## config.mk

```make
export PLATFORM = sky130hd
export DESIGN_NAME = sfp_hold_protect
export DESIGN_NICKNAME = d
export VERILOG_FILES = /design/src/logic/sfp_pkg.sv /design/src/logic/sfp_hold_protect.sv
export VERILOG_INCLUDE_DIRS = /design/src /design/src/logic
export SDC_FILE = /design/constraint.sdc
export NUM_CORES = 1
export LEC_CHECK = 0
export BUFFER_PORTS_ARGS = -buffer_cell sky130_fd_sc_hd__clkbuf_2
export CORE_ASPECT_RATIO = 1.4
export CORE_UTILIZATION = 35
export CTS_CLUSTER_DIAMETER = 30
export CTS_CLUSTER_SIZE = 8
export DETAILED_ROUTE_END_ITERATION = 6
export PLACE_DENSITY = 0.55
export SLEW_MARGIN = 20
export SYNTH_ARGS = -nofsm -noshare
export SYNTH_HDL_FRONTEND = slang
export SYNTH_SLANG_ARGS = --single-unit
```

## constraint.sdc

```tcl
create_clock -name i_clk -period 4.2 [get_ports i_clk]
set_clock_uncertainty 0.1 [all_clocks]
set_input_delay 0.21 -clock i_clk [delete_from_list [all_inputs] [get_ports i_clk]]
set_output_delay 0.21 -clock i_clk [all_outputs]
set_load 0.05 [all_outputs]
```

## src/logic/sfp_regs.svh

```systemverilog
// Opcodes, pin indices, reset levels and protection region codes.
// Assumes inclusion by bare name from the hold/protect block.
`ifndef SFP_REGS_SVH
`define SFP_REGS_SVH
// Instruction opcodes
`define SFP_OP_STATUS_WRITE_CMD 8'h01
`define SFP_OP_WRITE_DISABLE_CMD 8'h04
`define SFP_OP_RDSR 8'h05
`define SFP_OP_WRITE_ENABLE_CMD 8'h06
// Bit counter values
`define SFP_CNT_ZERO 3'h0
`define SFP_CNT_LAST 3'h7
`define SFP_CNT_ONE 3'h1
// Synchronised pin indices and their reset levels
`define SFP_PIN_SCK 0
`define SFP_PIN_SI 1
`define SFP_PIN_SEL 2
`define SFP_PIN_HOLD 3
`define SFP_PIN_WP 4
`define SFP_PIN_RST 5'h1C
// Status byte field positions
`define SFP_ST_LOCK 7
`define SFP_ST_BOT 5
`define SFP_ST_HI 4
`define SFP_ST_MID 3
`define SFP_ST_LO 2
// Protection level codes and region tags
`define SFP_LVL_EIGHTH 2'h1
`define SFP_LVL_QUARTER 2'h2
`define SFP_LVL_HALF 2'h3
`define SFP_TOP_EIGHTH 3'h7
`define SFP_TOP_QUARTER 2'h3
`define SFP_TOP_HALF 1'h1
`endif

```

## src/logic/sfp_pkg.sv

```systemverilog
// Types shared by the hold/protect block and its bench.
// Assumes a 512-Kbyte array addressed by 19 bits.
package sfp_pkg;
    // Serial sequence states, one-hot
    typedef enum logic [4:0] {
        ST_IDLE = 5'h01,
        ST_OPC = 5'h02,
        ST_WDATA = 5'h04,
        ST_RDSR = 5'h08,
        ST_SKIP = 5'h10
    } sfp_state_e;
    // Status byte as read out
    typedef struct packed {
        logic lock;
        logic spare;
        logic bottom;
        logic lvl_hi;
        logic lvl_mid;
        logic lvl_lo;
        logic write_latch;
        logic busy;
    } sfp_status_s;
    // Non-volatile protection bits
    typedef struct packed {
        logic lock;
        logic bottom;
        logic lvl_hi;
        logic lvl_mid;
        logic lvl_lo;
    } sfp_prot_s;
    // Program and erase kinds
    typedef enum logic [1:0] {
        PE_PAGE = 2'h0,
        PE_SECTOR = 2'h1,
        PE_BLOCK = 2'h2,
        PE_CHIP = 2'h3
    } sfp_pe_e;
    // Program or erase request from the array engine
    typedef struct packed {
        sfp_pe_e kind;
        logic [18:0] addr;
    } sfp_pe_s;
endpackage : sfp_pkg

```

## src/logic/sfp_hold_protect.sv

```systemverilog
// Serial flash pause logic, status register and write protection.
// Assumes pins arrive unsynchronised; the program/erase engine
// shares i_clk and keeps non-volatile bits outside this block.
`include "sfp_regs.svh"
`timescale 1ns/1ps
`default_nettype none

module sfp_hold_protect
    import sfp_pkg::*;
#(
    parameter int ADDR_W = 19
) (
    input wire logic i_clk, // 50 MHz clock
    input wire logic i_rst, // Synchronous reset, high
    input wire logic i_sel_n, // Chip select pin, low
    input wire logic i_sck, // Serial clock pin
    input wire logic i_si, // Serial data in pin
    input wire logic i_hold_n, // Pause pin, low
    input wire logic i_wp_n, // Lock enable pin, low
    output logic o_so, // Serial data out
    output logic o_so_oe_n, // Data out enable, low
    output logic o_held, // Pause active
    output sfp_status_s o_status, // Status byte
    input wire sfp_prot_s i_nv_prot, // Stored bits at power-up
    output sfp_prot_s o_nv_prot, // Bits to store
    output logic o_nv_wr, // Store strobe
    input wire logic i_pe_req, // Program/erase request
    input wire sfp_pe_s i_pe, // Request kind and address
    input wire logic i_pe_done, // Engine finished
    output logic o_pe_go, // Request accepted
    output logic o_pe_refuse // Request refused
);

    // ************************************************
    // Pin synchronisers
    // ************************************************
    localparam logic [4:0] PIN_RST = `SFP_PIN_RST;
    logic [4:0] pins; // Raw pins
    wire logic [4:0] filt; // Agreed levels
    assign pins = {i_wp_n, i_hold_n, i_sel_n, i_si, i_sck};

    // Three stages; a level counts once stages two and three agree
    for (genvar g = 0; g < 5; g++) begin : g_sync
        logic [2:0] s_r; // Stage chain
        logic [2:0] s_nxt;
        logic f_r; // Filtered level
        logic f_nxt;
        always_comb begin
            s_nxt = {s_r[1:0], pins[g]};
            f_nxt = (s_r[1] == s_r[2]) ? s_r[2] : f_r;
        end
        always_ff @(posedge i_clk) begin
            if (i_rst) begin
                s_r <= {3{PIN_RST[g]}};
                f_r <= PIN_RST[g];
            end else begin
                s_r <= s_nxt;
                f_r <= f_nxt;
            end
        end
        assign filt[g] = f_r;
    end

    // ************************************************
    // State and edges
    // ************************************************
    sfp_state_e state_r, state_nxt; // Sequence state
    logic [2:0] cnt_r, cnt_nxt; // Bit count in byte
    logic [7:0] shreg_r, shreg_nxt; // Input shifter
    logic [7:0] opc_r, opc_nxt; // Latched opcode
    logic [2:0] bit_r, bit_nxt; // Output bit index
    logic so_r, so_nxt;
    logic oe_n_r, oe_n_nxt;
    logic held_r, held_nxt; // Paused
    logic busy_r, busy_nxt;
    logic wel_r, wel_nxt; // Write latch
    sfp_prot_s prot_r, prot_nxt;
    logic nv_wr_r, nv_wr_nxt;
    logic go_r, go_nxt;
    logic ref_r, ref_nxt;
    logic [4:0] prev_r; // Last filtered levels
    sfp_status_s st; // Live status byte
    logic sck_rise, sck_fall, sel_rise, sel_fall;
    logic hold_rise, hold_fall, sck_lo, prot_hit;

    assign sck_rise = filt[`SFP_PIN_SCK] & ~prev_r[`SFP_PIN_SCK];
    assign sck_fall = ~filt[`SFP_PIN_SCK] & prev_r[`SFP_PIN_SCK];
    assign sel_rise = filt[`SFP_PIN_SEL] & ~prev_r[`SFP_PIN_SEL];
    assign sel_fall = ~filt[`SFP_PIN_SEL] & prev_r[`SFP_PIN_SEL];
    assign hold_rise = filt[`SFP_PIN_HOLD] & ~prev_r[`SFP_PIN_HOLD];
    assign hold_fall = ~filt[`SFP_PIN_HOLD] & prev_r[`SFP_PIN_HOLD];
    assign sck_lo = ~filt[`SFP_PIN_SCK];

    always_comb begin
        st = '0;
        st.lock = prot_r.lock;
        st.bottom = prot_r.bottom;
        st.lvl_hi = prot_r.lvl_hi;
        st.lvl_mid = prot_r.lvl_mid;
        st.lvl_lo = prot_r.lvl_lo;
        st.write_latch = wel_r;
        st.busy = busy_r;
    end

    // ************************************************
    // Protection check
    // ************************************************
    // True when the request touches a protected area
    function automatic logic f_hit(sfp_prot_s p, sfp_pe_s r);
        logic h;
        h = 1'b0;
        if (r.kind == PE_CHIP) begin
            h = p.bottom | p.lvl_hi | p.lvl_mid | p.lvl_lo;
        end else if (p.lvl_hi) begin
            h = 1'b1;
        end else begin
            case ({p.lvl_mid, p.lvl_lo})
                `SFP_LVL_EIGHTH: h = p.bottom ? (r.addr[ADDR_W-1 -: 3] == '0)
                    : (r.addr[ADDR_W-1 -: 3] == `SFP_TOP_EIGHTH);
                `SFP_LVL_QUARTER: h = p.bottom ? (r.addr[ADDR_W-1 -: 2] == '0)
                    : (r.addr[ADDR_W-1 -: 2] == `SFP_TOP_QUARTER);
                `SFP_LVL_HALF: h = p.bottom ? (r.addr[ADDR_W-1] == 1'b0)
                    : (r.addr[ADDR_W-1] == `SFP_TOP_HALF);
                default: h = 1'b0;
            endcase
        end
        return h;
    endfunction : f_hit

    assign prot_hit = f_hit(prot_r, i_pe);

    // ************************************************
    // Next-state logic
    // ************************************************
    always_comb begin
        state_nxt = state_r;
        cnt_nxt = cnt_r;
        shreg_nxt = shreg_r;
        opc_nxt = opc_r;
        bit_nxt = bit_r;
        so_nxt = so_r;
        oe_n_nxt = oe_n_r;
        held_nxt = held_r;
        busy_nxt = busy_r;
        wel_nxt = wel_r;
        prot_nxt = prot_r;
        nv_wr_nxt = 1'b0;
        go_nxt = 1'b0;
        ref_nxt = 1'b0;
        // latch clears when the engine finishes
        if (i_pe_done) begin
            busy_nxt = 1'b0;
            wel_nxt = 1'b0;
        end
        // refuse without latch or into protection
        if (i_pe_req) begin
            if (busy_r || !wel_r || prot_hit) begin
                ref_nxt = 1'b1;
            end else begin
                go_nxt = 1'b1;
                busy_nxt = 1'b1;
            end
        end
        // select rise ends any sequence, paused or not
        if (sel_rise) begin
            // Commands act only when complete with no extra clock
            if (state_r == ST_SKIP && cnt_r == `SFP_CNT_ZERO && !held_r && !busy_r) begin
                case (opc_r)
                    `SFP_OP_WRITE_ENABLE_CMD: wel_nxt = 1'b1;
                    `SFP_OP_WRITE_DISABLE_CMD: wel_nxt = 1'b0;
                    `SFP_OP_STATUS_WRITE_CMD: begin
                        // lock applies only with pin low
                        if (wel_r && !(prot_r.lock && !filt[`SFP_PIN_WP])) begin
                            // new bits go to the store
                            prot_nxt.lock = shreg_r[`SFP_ST_LOCK];
                            prot_nxt.bottom = shreg_r[`SFP_ST_BOT];
                            prot_nxt.lvl_hi = shreg_r[`SFP_ST_HI];
                            prot_nxt.lvl_mid = shreg_r[`SFP_ST_MID];
                            prot_nxt.lvl_lo = shreg_r[`SFP_ST_LO];
                            nv_wr_nxt = 1'b1;
                            wel_nxt = 1'b0;
                        end
                    end
                    default: begin
                        // Other opcodes belong to the main decoder
                    end
                endcase
            end
            state_nxt = ST_IDLE;
            held_nxt = 1'b0;
            oe_n_nxt = 1'b1;
        end else if (sel_fall) begin
            state_nxt = ST_OPC;
            cnt_nxt = `SFP_CNT_ZERO;
        end else if (held_r) begin
            // resume in place; otherwise stay paused
            if (hold_rise && sck_lo) begin
                held_nxt = 1'b0;
                oe_n_nxt = (state_r != ST_RDSR);
            end
        end else if (state_r != ST_IDLE) begin
            // pause only when clock is low
            if (hold_fall && sck_lo) begin
                held_nxt = 1'b1;
                oe_n_nxt = 1'b1;
            end else if (sck_rise) begin
                case (state_r)
                    ST_OPC: begin
                        shreg_nxt = {shreg_r[6:0], filt[`SFP_PIN_SI]};
                        cnt_nxt = cnt_r + `SFP_CNT_ONE;
                        if (cnt_r == `SFP_CNT_LAST) begin
                            opc_nxt = shreg_nxt;
                            cnt_nxt = `SFP_CNT_ZERO;
                            // status write takes one data byte
                            if (shreg_nxt == `SFP_OP_STATUS_WRITE_CMD) begin
                                state_nxt = ST_WDATA;
                            end else if (shreg_nxt == `SFP_OP_RDSR) begin
                                state_nxt = ST_RDSR;
                                bit_nxt = `SFP_CNT_LAST;
                                oe_n_nxt = 1'b0;
                            end else begin
                                state_nxt = ST_SKIP;
                            end
                        end
                    end
                    ST_WDATA: begin
                        shreg_nxt = {shreg_r[6:0], filt[`SFP_PIN_SI]};
                        cnt_nxt = cnt_r + `SFP_CNT_ONE;
                        if (cnt_r == `SFP_CNT_LAST) begin
                            cnt_nxt = `SFP_CNT_ZERO;
                            state_nxt = ST_SKIP;
                        end
                    end
                    // Extra clocks void a finished command
                    ST_SKIP: cnt_nxt = `SFP_CNT_ONE;
                    default: begin
                        // Status read ignores input
                    end
                endcase
            end else if (sck_fall && state_r == ST_RDSR) begin
                // Status repeats MSB first for as long as clocked
                so_nxt = st[bit_r];
                bit_nxt = bit_r - `SFP_CNT_ONE;
            end
        end
    end

    // ************************************************
    // Registers
    // ************************************************
    // Protection bits reload from the store during reset
    always_ff @(posedge i_clk) begin
        if (i_rst) begin
            state_r <= ST_IDLE;
            cnt_r <= '0;
            shreg_r <= '0;
            opc_r <= '0;
            bit_r <= '0;
            so_r <= 1'b0;
            oe_n_r <= 1'b1;
            held_r <= 1'b0;
            busy_r <= 1'b0;
            wel_r <= 1'b0;
            prot_r <= i_nv_prot;
            nv_wr_r <= 1'b0;
            go_r <= 1'b0;
            ref_r <= 1'b0;
            prev_r <= PIN_RST;
        end else begin
            state_r <= state_nxt;
            cnt_r <= cnt_nxt;
            shreg_r <= shreg_nxt;
            opc_r <= opc_nxt;
            bit_r <= bit_nxt;
            so_r <= so_nxt;
            oe_n_r <= oe_n_nxt;
            held_r <= held_nxt;
            busy_r <= busy_nxt;
            wel_r <= wel_nxt;
            prot_r <= prot_nxt;
            nv_wr_r <= nv_wr_nxt;
            go_r <= go_nxt;
            ref_r <= ref_nxt;
            prev_r <= filt;
        end
    end

    assign o_so = so_r;
    assign o_so_oe_n = oe_n_r;
    assign o_held = held_r;
    assign o_status = st;
    assign o_nv_prot = prot_r;
    assign o_nv_wr = nv_wr_r;
    assign o_pe_go = go_r;
    assign o_pe_refuse = ref_r;
endmodule : sfp_hold_protect

`default_nettype wire

```

==> summary.md, run 1 <==
| Metric | Value |
|---|---|
| Run status | complete, no violations |
| Die X | 76.3 um |
| Reg-to-Reg End | o_nv_prot[4] |
| CTS Root Cell | clkbuf_8 |
| Pre-CTS setup slack | 1820 ps |
| Leakage | 1.31 nW |
| Total negative slack | 0 ps |
| Element type at the critical path end | register |
| Drt first-iter violations | 128 |
| HPWL Detailed | 4110 um |
| Post-synth EDFFs | 5 |
| Reg-to-Reg Start | cnt_r[2] |
| Final setup vio count | 0 |
| Commonest cells after routing, fill and taps aside | 58 x dfxtp_1, 36 x clkbuf_2, 34 x nor2_1 |
| Measured slew at the worst slew-check pin | 755 ps |
| Share of cells above drive strength 1 | 0.232 |
| Multi-input gate area | 1230 um2 |
| ANT cells | 0 |
| Reg2Reg Depth | 3 |
| Clock sinks | 63 |
| Hold buffers post-CTS | 5 |
| H-tree depth | 3 |
| Hold path startpoint | i_pe_req |
| Vias/cell | 4.98 |
| Worst slew margin | 0.491 |
| Final Critical Period | 2360 ps |
| Clk_lat worst skew | 340 ps |
| Worst EP arrival | 2230 ps |
| Ys flop type | dfxtp_1 |
| 1st-pass router iterations | 4 |
| Kind of critical path | register to register |
| Final wirelength | 5880 um |
| Clk buf depth | 2 |
| Io pins | 54 |
| Avg Inst Size Synth | 9.69 um2 |
| Clk slew on worst S/H paths | 70 ps |
| Initial Utilization | 0.365 |
| Worst VDD drop | 0.240 mV |
| Vias in the first global route | 2081 |
| Layout area overhead | 17.6% |
| Routability Congestion | 0.821 |
| Post-synthesis instance area | 2700 um2 |
| Hold EP | o_pe_refuse |
| Routed vias | 2071 |
| TritonCTS Buffers | 9 |
| Largest net degree at the start of global routing | 49 |
| Max Freq | 424 MHz |
| Most common cell after layout, fill and taps aside | dfxtp_1 |
| Startpoint types | register |
| GR Util All Layers | 0.164 |
| Crit path required time | 4070 ps |
| Register area | 1310 um2 |
| Core area | 7410 um2 |
| Hold Path Cell Cnt | 2 |
| Final period utilization | 0.561 |
| Die H | 106 um |
| Synth Net Count | 320 |
| First-pass GRT wire length | 10100 um |
| Residual DRC count | 0 |
| Synthesis Warnings | 0 |
| Pwr dens | 407 nW/um2 |
| CTS tree | built |
| Slew Viols, Final | 0 |
| Routed Antenna Nets | 0 |
| Mapped Cells | 279 |
| Routed WL per cell | 14.1 um |
| Post-synth ARST share | 0 |
| Die area | 8090 um2 |
| Final nets | 356 |
| Post-synthesis sequential area ratio | 0.485 |
| Count of cell types in the netlist | 52 |
| Final Hold Vio Count | 0 |
| RSZ-0062 raised after global routing | false |
| Resize count post-CTS | 0 |
| Setup Buffers After CTS | 0 |
| Worst setup margin | 1840 ps |
| Reg2reg setup slack | 1840 ps |
| Max-Cap Viols | 0 |
| Antenna violations before repair | 0 |
| Worst Path Max Fanout | 5 |
| FF+latch count, synth | 63 |
| Hold Path Class | primary input to register |
| Row count | 37 |
| Grt ovf | 0 |
| # port buffers | 36 |
| Filler Cell Count | 765 |
-- layout make-up --
cell class                 instances  area share
clock inverter                     3      0.0205
multi-input combinational        185       0.386
timing repair buffer              42      0.0748
sequential                        63       0.412
inverter                          14      0.0165
tap                               97      0.0382
clock buffer                      12      0.0519
-- sequential cells by signal (all words and copies together), names as in the netlist, 3 cells and up --
name	flops
g_sync.s_r	15
opc_r	8
shreg_r	8
g_sync.f_r	5
o_nv_prot	5
state_r	5
bit_r	3
cnt_r	3
prev_r	3
-- metrics by stage --
| step | utilization | instances | area [um2] | hold WS (ps) | power (W) |
|---|---|---|---|---|---|
| finish | 0.429 | 416 | 3180 | 21.7 | 0.00129 |
| global route | 0.429 | 416 | 3180 | 2.67 | 0.00134 |
| CTS | 0.429 | 416 | 3180 | 7.16 | 0.00131 |
| detailed placement | 0.391 | 396 | 2900 | 294 | 0.000704 |
| global placement | 0.391 | 396 | 2900 | 293 | 0.000703 |
| floorplan | - | 279 | 2700 | 214 | 0.000685 |
-- logic make-up after synthesis --
family	share of synthesized area
adder cells (fa/ha/maj)	0.0278
XOR/XNOR	0.00648
buffers and inverters	0.0615
AND/OR/NAND/NOR	0.210
flip-flops	0.485
AO/OA/AOI/OAI	0.119
other	0.00139
multiplexers	0.0884
-- worst max-delay path, stage by stage (launching register included) --
cell	delay (ps)
dfxtp_1	320
or4_1	520
or3_4	430
o21ai_0	620
-- synthesized netlist by cell type, drive strengths merged, types with 5 or more instances --
master	n	area share
and3	5	0.012
or2	10	0.023
nor2	34	0.047
mux2	5	0.021
nand2	11	0.015
inv	14	0.019
o21ai	14	0.026
buf	14	0.038
edfxtp	5	0.056
mux2i	16	0.059
dfxtp	58	0.43
nor2b	9	0.021
ha	6	0.028
nor3b	5	0.018
a21oi	14	0.026
nand3	6	0.011
nor3	6	0.011
-- metal layers --
layer / up-vias / global-route usage / share of wire
li1: 1042 / - / -
met1: 964 / 0.191 / 0.44
met2: 51 / 0.269 / 0.48
met3: 14 / 0.0549 / 0.056
met4: 0 / 0.0824 / 0.027
met5: - / 0 / 0
-- power by group --
group          switching (W)  leakage, nW  internal, W
registers         0.00000908        0.521     0.000615
logic              0.0000460        0.665    0.0000232
clock network       0.000223        0.118     0.000378
total               0.000278         1.31      0.00102
-- worst max-delay path by stage --
stage | to | startpoint
floorplan | o_nv_prot[0] | cnt_r[2]
global placement | o_nv_prot[1] | cnt_r[2]
detailed placement | o_nv_prot[1] | cnt_r[2]
CTS | o_nv_prot[1] | cnt_r[2]
global route | o_nv_prot[1] | g_sync[2].f_r
finish | o_nv_prot[4] | cnt_r[2]
Power figures use the tool's default switching activity.
==> run 2, diff against run 1 <==
--- a/config.mk
+++ b/config.mk
@@ -12,7 +12,7 @@
 export CTS_CLUSTER_DIAMETER = 30
 export CTS_CLUSTER_SIZE = 8
 export DETAILED_ROUTE_END_ITERATION = 6
-export PLACE_DENSITY = 0.55
+export PLACE_DENSITY = 0.57
 export SLEW_MARGIN = 20
 export SYNTH_ARGS = -nofsm -noshare
 export SYNTH_HDL_FRONTEND = slang
==> constraint.sdc (replaced) <==
create_clock -name i_clk -period 2 [get_ports i_clk]
set_clock_uncertainty 0.1 [all_clocks]
set_input_delay 0.1 -clock i_clk [delete_from_list [all_inputs] [get_ports i_clk]]
set_output_delay 0.1 -clock i_clk [all_outputs]
set_load 0.05 [all_outputs]
==> summary.md, run 2 (synthesis gave the netlist of run 1 again) <==
| Metric | Value |
|---|---|
| Run status | complete, no violations |
| Reg-to-Reg Start | cnt_r[2] |
| Routability Congestion | 0.808 (-1.6%) |
| Residual DRC count | 0 (unchanged) |
| Largest register by flop count | g_sync.s_r |
| # port buffers | 36 (unchanged) |
| Most common cell after layout, fill and taps aside | dfxtp_1 |
| Non-Filler Instances | 435 (+4.6%) |
| Grt ovf | 0 (unchanged) |
| Vias/cell | 4.98 (+0.11%) |
| H-tree depth | 3 (unchanged) |
| Worst path depth | 4 (+1) |
| CTS Root Cell | clkbuf_8 |
| Worst VDD drop | 0.480 mV (+100%) |
| Buf+Inv Stages, Crit Path | 1 (+1) |
| Pwr dens | 794 nW/um2 (+95%) |
| Routed vias | 2168 (+4.7%) |
| Final Critical Period | 1940 ps (-415 ps) |
| Final Core Density | 0.451 (+0.0220) |
| Slowest cell delay on critical path | 510 ps (-110 ps) |
| Reg-to-Reg End | o_nv_prot[4] |
| Clk buf depth | 2 (unchanged) |
| Io pins | 54 (unchanged) |
| Worst Path Max Fanout | 5 (unchanged) |
| Reg2reg setup slack | 60 ps (-1790 ps) |
| Setup Buffers After CTS | 0 (unchanged) |
| Initial Utilization | 0.365 (unchanged) |
| Commonest cells after routing, fill and taps aside | 58 x dfxtp_1, 36 x clkbuf_2, 34 x nor2_1 |
| Kind of critical path | register to register |
| Routed WL per cell | 13.8 um (-2.7%) |
| Startpoint types | register |
| Die area | 8090 um2 (unchanged) |
| GR Util All Layers | 0.165 (+0.000302) |
| Row count | 37 (unchanged) |
| Layout area overhead | 23.6% |
| Crit path required time | 1960 ps (-2110 ps) |
| First-pass GRT wire length | 10300 um (+2.3%) |
| Largest net degree at the start of global routing | 17 (-65%) |
| Leakage | 1.38 nW (+6.0%) |
| TritonCTS Buffers | 9 (unchanged) |
| Slowest CP cell | or4_1 |
| Final period utilization | 0.971 (+0.410) |
| Die H | 106 um (unchanged) |
| Largest register FFs | 15 (unchanged) |
| Final Hold Vio Count | 0 (unchanged) |
| HPWL Detailed | 4330 um (+5.5%) |
| Clock sinks | 63 (unchanged) |
| Reg2Reg Depth | 4 (+1) |
| Slew Viols, Final | 0 (unchanged) |
| RSZ-0062 raised after global routing | false |
| Final nets | 374 (+5.1%) |
| Worst-path cell chain | or4_1 > or3_4 > o21ai_2 > buf_4 |
| Drt first-iter violations | 151 (+18%) |
| CTS tree | built |
| Antenna violations before repair | 0 (unchanged) |
| Hold Path Class | primary input to register |
| Dpl cells | 407 (+2.8%) |
| Max-Cap Viols | 0 (unchanged) |
| Final setup vio count | 0 (unchanged) |
| Die X | 76.3 um (unchanged) |
| Share of cells above drive strength 1 | 0.257 (+0.0254) |
| Total negative slack | 0 ps (unchanged) |
| ANT cells | 0 (unchanged) |
| Clk_lat worst skew | 340 ps (about the same) |
| Final wirelength | 5980 um (+1.8%) |
| 1st-pass router iterations | 4 (unchanged) |
| Max Freq | 515 MHz (+21%) |
| Core area | 7410 um2 (unchanged) |
| Routed Antenna Nets | 0 (unchanged) |
| Clk slew on worst S/H paths | 70 ps (about the same) |
| Critical path's top delay family | simple AND/OR/NAND/NOR gates |
| Worst EP arrival | 1900 ps (-330 ps) |
| Power Total | 0.00265 W (+100%) |
| Worst Setup SP | cnt_r[2] |
| Vias in the first global route | 2139 (+2.8%) |
| Worst hold margin | 99.0 ps (+77.3 ps) |
| Setup crit end | o_nv_prot[4] |
| Element type at the critical path end | register |
| Largest regs | g_sync.s_r: 15 flops, opc_r: 8 flops, shreg_r: 8 flops |
## run 2: per-stage QoR
step / worst slack, ps / area, um2
floorplan: 47.2 / 2700
global placement: 49.8 / 2990
detailed placement: 40.2 / 2990
CTS: 25.1 / 3330
global route: 9.84 / 3340
finish: 57.9 / 3340
## run 2: worst min-delay path by stage
stage                  start               end  slack [ps]  depth (start not counted)
finish                 i_rst        shreg_r[2]         100                          2
CTS                    i_rst        shreg_r[3]         110                          2
global placement    i_hold_n  g_sync[3].s_r[0]         190                          2
detailed placement  i_hold_n  g_sync[3].s_r[0]         190                          2
global route           i_rst        shreg_r[7]         140                          2
floorplan            i_sel_n  g_sync[2].s_r[0]         100                          1
## run 2: what timing repair did
action | CTS | global route
resized for setup | 0 | 3
endpoints found under the setup margin | 0 | 7
hold endpoints to repair | 14 | 0
hold buffers | 12 | 0
## run 2: power breakdown
part | total [W] | switching, W | internal, W
sequential | 0.00130 | 0.0000120 | 0.00129
clock | 0.00118 | 0.000494 | 0.000685
combinational | 0.000170 | 0.000105 | 0.0000650
total | 0.00265 | 0.000611 | 0.00204
## run 2: layer usage
layer | global-route usage | vias to the layer above | share of wire
li1 | - | 1080 | -
met1 | 0.190 | 1027 | 0.43
met2 | 0.286 | 50 | 0.51
met3 | 0.0258 | 11 | 0.029
met4 | 0.0975 | 0 | 0.025
met5 | 0 | - | 0
## run 2: cell type report
type	count	area (um2)
clock buffers	12	166
clock inverters	4	51.3
fillers	740	4070
inverters	14	52.6
multi-input cells	185	1240
flip-flops and latches	63	1310
well taps	97	121
repair buffers	60	403
==> run 3, diff against run 2 <==
--- a/config.mk
+++ b/config.mk
@@ -6,13 +6,14 @@
 export SDC_FILE = /design/constraint.sdc
 export NUM_CORES = 1
 export LEC_CHECK = 0
+export ABC_AREA = 1
 export BUFFER_PORTS_ARGS = -buffer_cell sky130_fd_sc_hd__clkbuf_2
 export CORE_ASPECT_RATIO = 1.4
 export CORE_UTILIZATION = 35
 export CTS_CLUSTER_DIAMETER = 30
 export CTS_CLUSTER_SIZE = 8
 export DETAILED_ROUTE_END_ITERATION = 6
-export PLACE_DENSITY = 0.57
+export PLACE_DENSITY = 0.56
 export SLEW_MARGIN = 20
 export SYNTH_ARGS = -nofsm -noshare
 export SYNTH_HDL_FRONTEND = slang
==> summary.md, run 3 <==
| Metric | Value |
|---|---|
| Crit path required time | 1920 ps (-40 ps) |
| Commonest cells after routing, fill and taps aside | 77 x nor2_1, 62 x nand2_1, 58 x dfxtp_1 |
| Post-synthesis instance area | 2950 um2 (+9.1%) |
| Core area | 8150 um2 (+10%) |
| Grt ovf | 0 (unchanged) |
| Max Freq | 557 MHz (+8.2%) |
| Compound-Gate Fraction of Synth Area | 0.100 (-0.0193) |
| Share of cells above drive strength 1 | 0.198 (-0.0592) |
| RSZ-0062 raised after global routing | false |
| Worst hold margin | 33.3 ps (-65.7 ps) |
| Pre-CTS setup slack | 186 ps (+146 ps) |
| Kind of critical path | register to register |
| Synth area leader | dfxtp_1 |
| Synth top area share | 0.394 (-0.0359) |
| Synthesis Warnings | 0 (unchanged) |
| Slew Viols, Final | 0 (unchanged) |
| Final Hold Vio Count | 0 (unchanged) |
| Post-Synth Simple-Gate Area | 0.320 (+0.110) |
| Final setup vio count | 0 (unchanged) |
| Post-synth ARST share | 0 (unchanged) |
| Die area | 8810 um2 (+8.9%) |
| Reg2reg setup slack | 210 ps (+150 ps) |
| Total negative slack | 0 ps (unchanged) |
| Largest family of logic cells by synthesized area | simple AND/OR/NAND/NOR gates |
| Resize count post-CTS | 0 (unchanged) |
| Run status | complete, no violations |
| 1st-pass router iterations | 4 (unchanged) |
| Avg Inst Size Synth | 7.47 um2 (-23%) |
| # port buffers | 36 (unchanged) |
| Mapped Cells | 395 (+42%) |
| Worst setup margin | 206 ps (+148 ps) |
| Largest regs | g_sync.s_r: 15 flops, opc_r: 8 flops, shreg_r: 8 flops |
| Routability Congestion | 0.895 (+11%) |
| Antenna violations before repair | 0 (unchanged) |
| ANT cells | 0 (unchanged) |
| Worst Path Max Fanout | 5 (unchanged) |
| Leakage | 1.66 nW (+20%) |
| Worst EP arrival | 1720 ps (-180 ps) |
| Ys flop type | dfxtp_1 |
| Pwr dens | 861 nW/um2 (+8.5%) |
| Most common cell after layout, fill and taps aside | nor2_1 |
| Worst Setup SP | g_sync[2].f_r |
| Vias in the first global route | 2519 (+18%) |
| Top-count cell post-synth | nor2_1 |
| Max-Cap Viols | 0 (unchanged) |
| Clock sinks | 63 (unchanged) |
| Hold buffers post-CTS | 12 (unchanged) |
| FF+latch count, synth | 63 (unchanged) |
| Vias/cell | 4.61 (-7.5%) |
| Worst VDD drop | 0.604 mV (+26%) |
| Reg-to-Reg End | o_nv_prot[4] |
| Initial Utilization | 0.362 (-0.00299) |
| Final period utilization | 0.897 (-0.0740) |
| Final Critical Period | 1790 ps (-148 ps) |
| Reg2Reg Depth | 7 (+3) |
| Reg-to-Reg Start | g_sync[2].f_r |
| Largest register by flop count | g_sync.s_r |
| Synth area leaders | dfxtp_1 39%, nor2_1 9.8%, nand2_1 7.9% |
| HPWL Detailed | 4770 um (+10%) |
| Post-synth EDFFs | 5 (unchanged) |
| Die X | 79.6 um (+4.3%) |
| Post-synthesis sequential area ratio | 0.444 (-0.0405) |
| Post-synthesis mux area share | 0 (-0.0884) |
| Filler Cell Count | 809 (+9.3%) |
| Io pins | 54 (unchanged) |
| Layout area overhead | 23.5% (about the same) |
| Clk buf depth | 2 (unchanged) |
| Synth Net Count | 436 (+36%) |
| Die H | 111 um (+4.4%) |
| Largest register FFs | 15 (unchanged) |
| Largest net degree at the start of global routing | 18 (+1) |
| Clk_lat worst skew | 330 ps (about the same) |
| Routed WL per cell | 11.6 um (-16%) |
| Setup Buffers After CTS | 0 (unchanged) |
| CTS Root Cell | clkbuf_16 |
| H-tree depth | 3 (unchanged) |
| Routed Antenna Nets | 0 (unchanged) |
| Residual DRC count | 0 (unchanged) |
| Synth Area in Adders | 0.0254 (-0.00232) |
| Clk slew on worst S/H paths | 60 ps (about the same) |
| TritonCTS Buffers | 9 (unchanged) |
| Element type at the critical path end | register |
| Count of cell types in the netlist | 42 (-19%) |
| Final wirelength | 6380 um (+6.6%) |
| Final nets | 485 (+30%) |
| Routed vias | 2541 (+17%) |
| Setup crit end | o_nv_prot[4] |
| Hold Path Class | primary input to register |
| Drt first-iter violations | 104 (-31%) |
| CTS tree | built |
| First-pass GRT wire length | 11000 um (+7.2%) |
| Top cells by count, synth | 77 x nor2_1, 62 x nand2_1, 58 x dfxtp_1, 53 x inv_1, 25 x a21oi_1 |
| Row count | 39 (+5.4%) |
| GR Util All Layers | 0.164 (-0.000795) |
| Post-synthesis xor/xnor area fraction | 0.00297 (-0.00351) |
| Startpoint types | register |
==> run 3: per-layer routing <==
metal / track usage / up-vias / share of wire
met5: 0 / - / 0
met4: 0.0958 / 0 / 0.032
met3: 0.0438 / 14 / 0.037
met2: 0.282 / 55 / 0.49
met1: 0.175 / 1126 / 0.44
li1: - / 1346 / -
==> run 3: how the worst min path moves through the flow <==
stage | from | end | slack [ps] | cells after the start
final | i_pe[19] | o_pe_go | 30 | 4
after global routing | i_pe[20] | o_pe_go | 30 | 4
after global placement | i_sel_n | g_sync[2].s_r[0] | 190 | 2
after detailed placement | i_hold_n | g_sync[3].s_r[0] | 190 | 2
after floorplan | i_pe_done | busy_r | 100 | 1
after CTS | i_pe[19] | o_pe_go | 20 | 4
==> run 3: area by class of cell <==
type                            count  area, um2  share of cell area
Tap cell                          102        128              0.0350
Sequential cell                    63       1310               0.360
Multi-Input combinational cell    261       1330               0.364
Clock buffer                       11        264              0.0724
Timing Repair Buffer               52        330              0.0906
Clock inverter                      5       62.6              0.0172
Inverter                           57        221              0.0608
==> run 3: per-stage QoR <==
step                area [um2]  cells  power (W)   util
floorplan                 2950    395    0.00145      -
global placement          3200    523    0.00149  0.392
detailed placement        3200    523    0.00149  0.392
CTS                       3640    551    0.00318  0.447
global route              3640    551    0.00327  0.447
finish                    3640    551    0.00314  0.447
==> run 3: logic make-up (layout without fill, tap and decap cells) <==
| kind of cell | after synthesis | after routing |
|---|---|---|
| AND/OR/NAND/NOR | 199 | 199 |
| buffers and inverters | 71 | 125 |
| flip-flops | 63 | 63 |
| AO/OA/AOI/OAI | 54 | 54 |
| adder cells (fa/ha/maj) | 6 | 6 |
| other | 1 | 1 |
| XOR/XNOR | 1 | 1 |
==> run 3: power breakdown <==
part	internal, W	switching (W)	total, W
combinational	0.0000605	0.000117	0.000177
sequential	0.00129	0.0000141	0.00131
clock	0.00108	0.000574	0.00165
==> run 3: worst max-delay path, stage by stage, from the launching register on <==
cell and delay, ps:
dfxtp_1 350, ha_1 220, nand3_1 90, nor2_1 120, nand4_1 230, nor2_1 170, nor2_1 60, inv_1 160
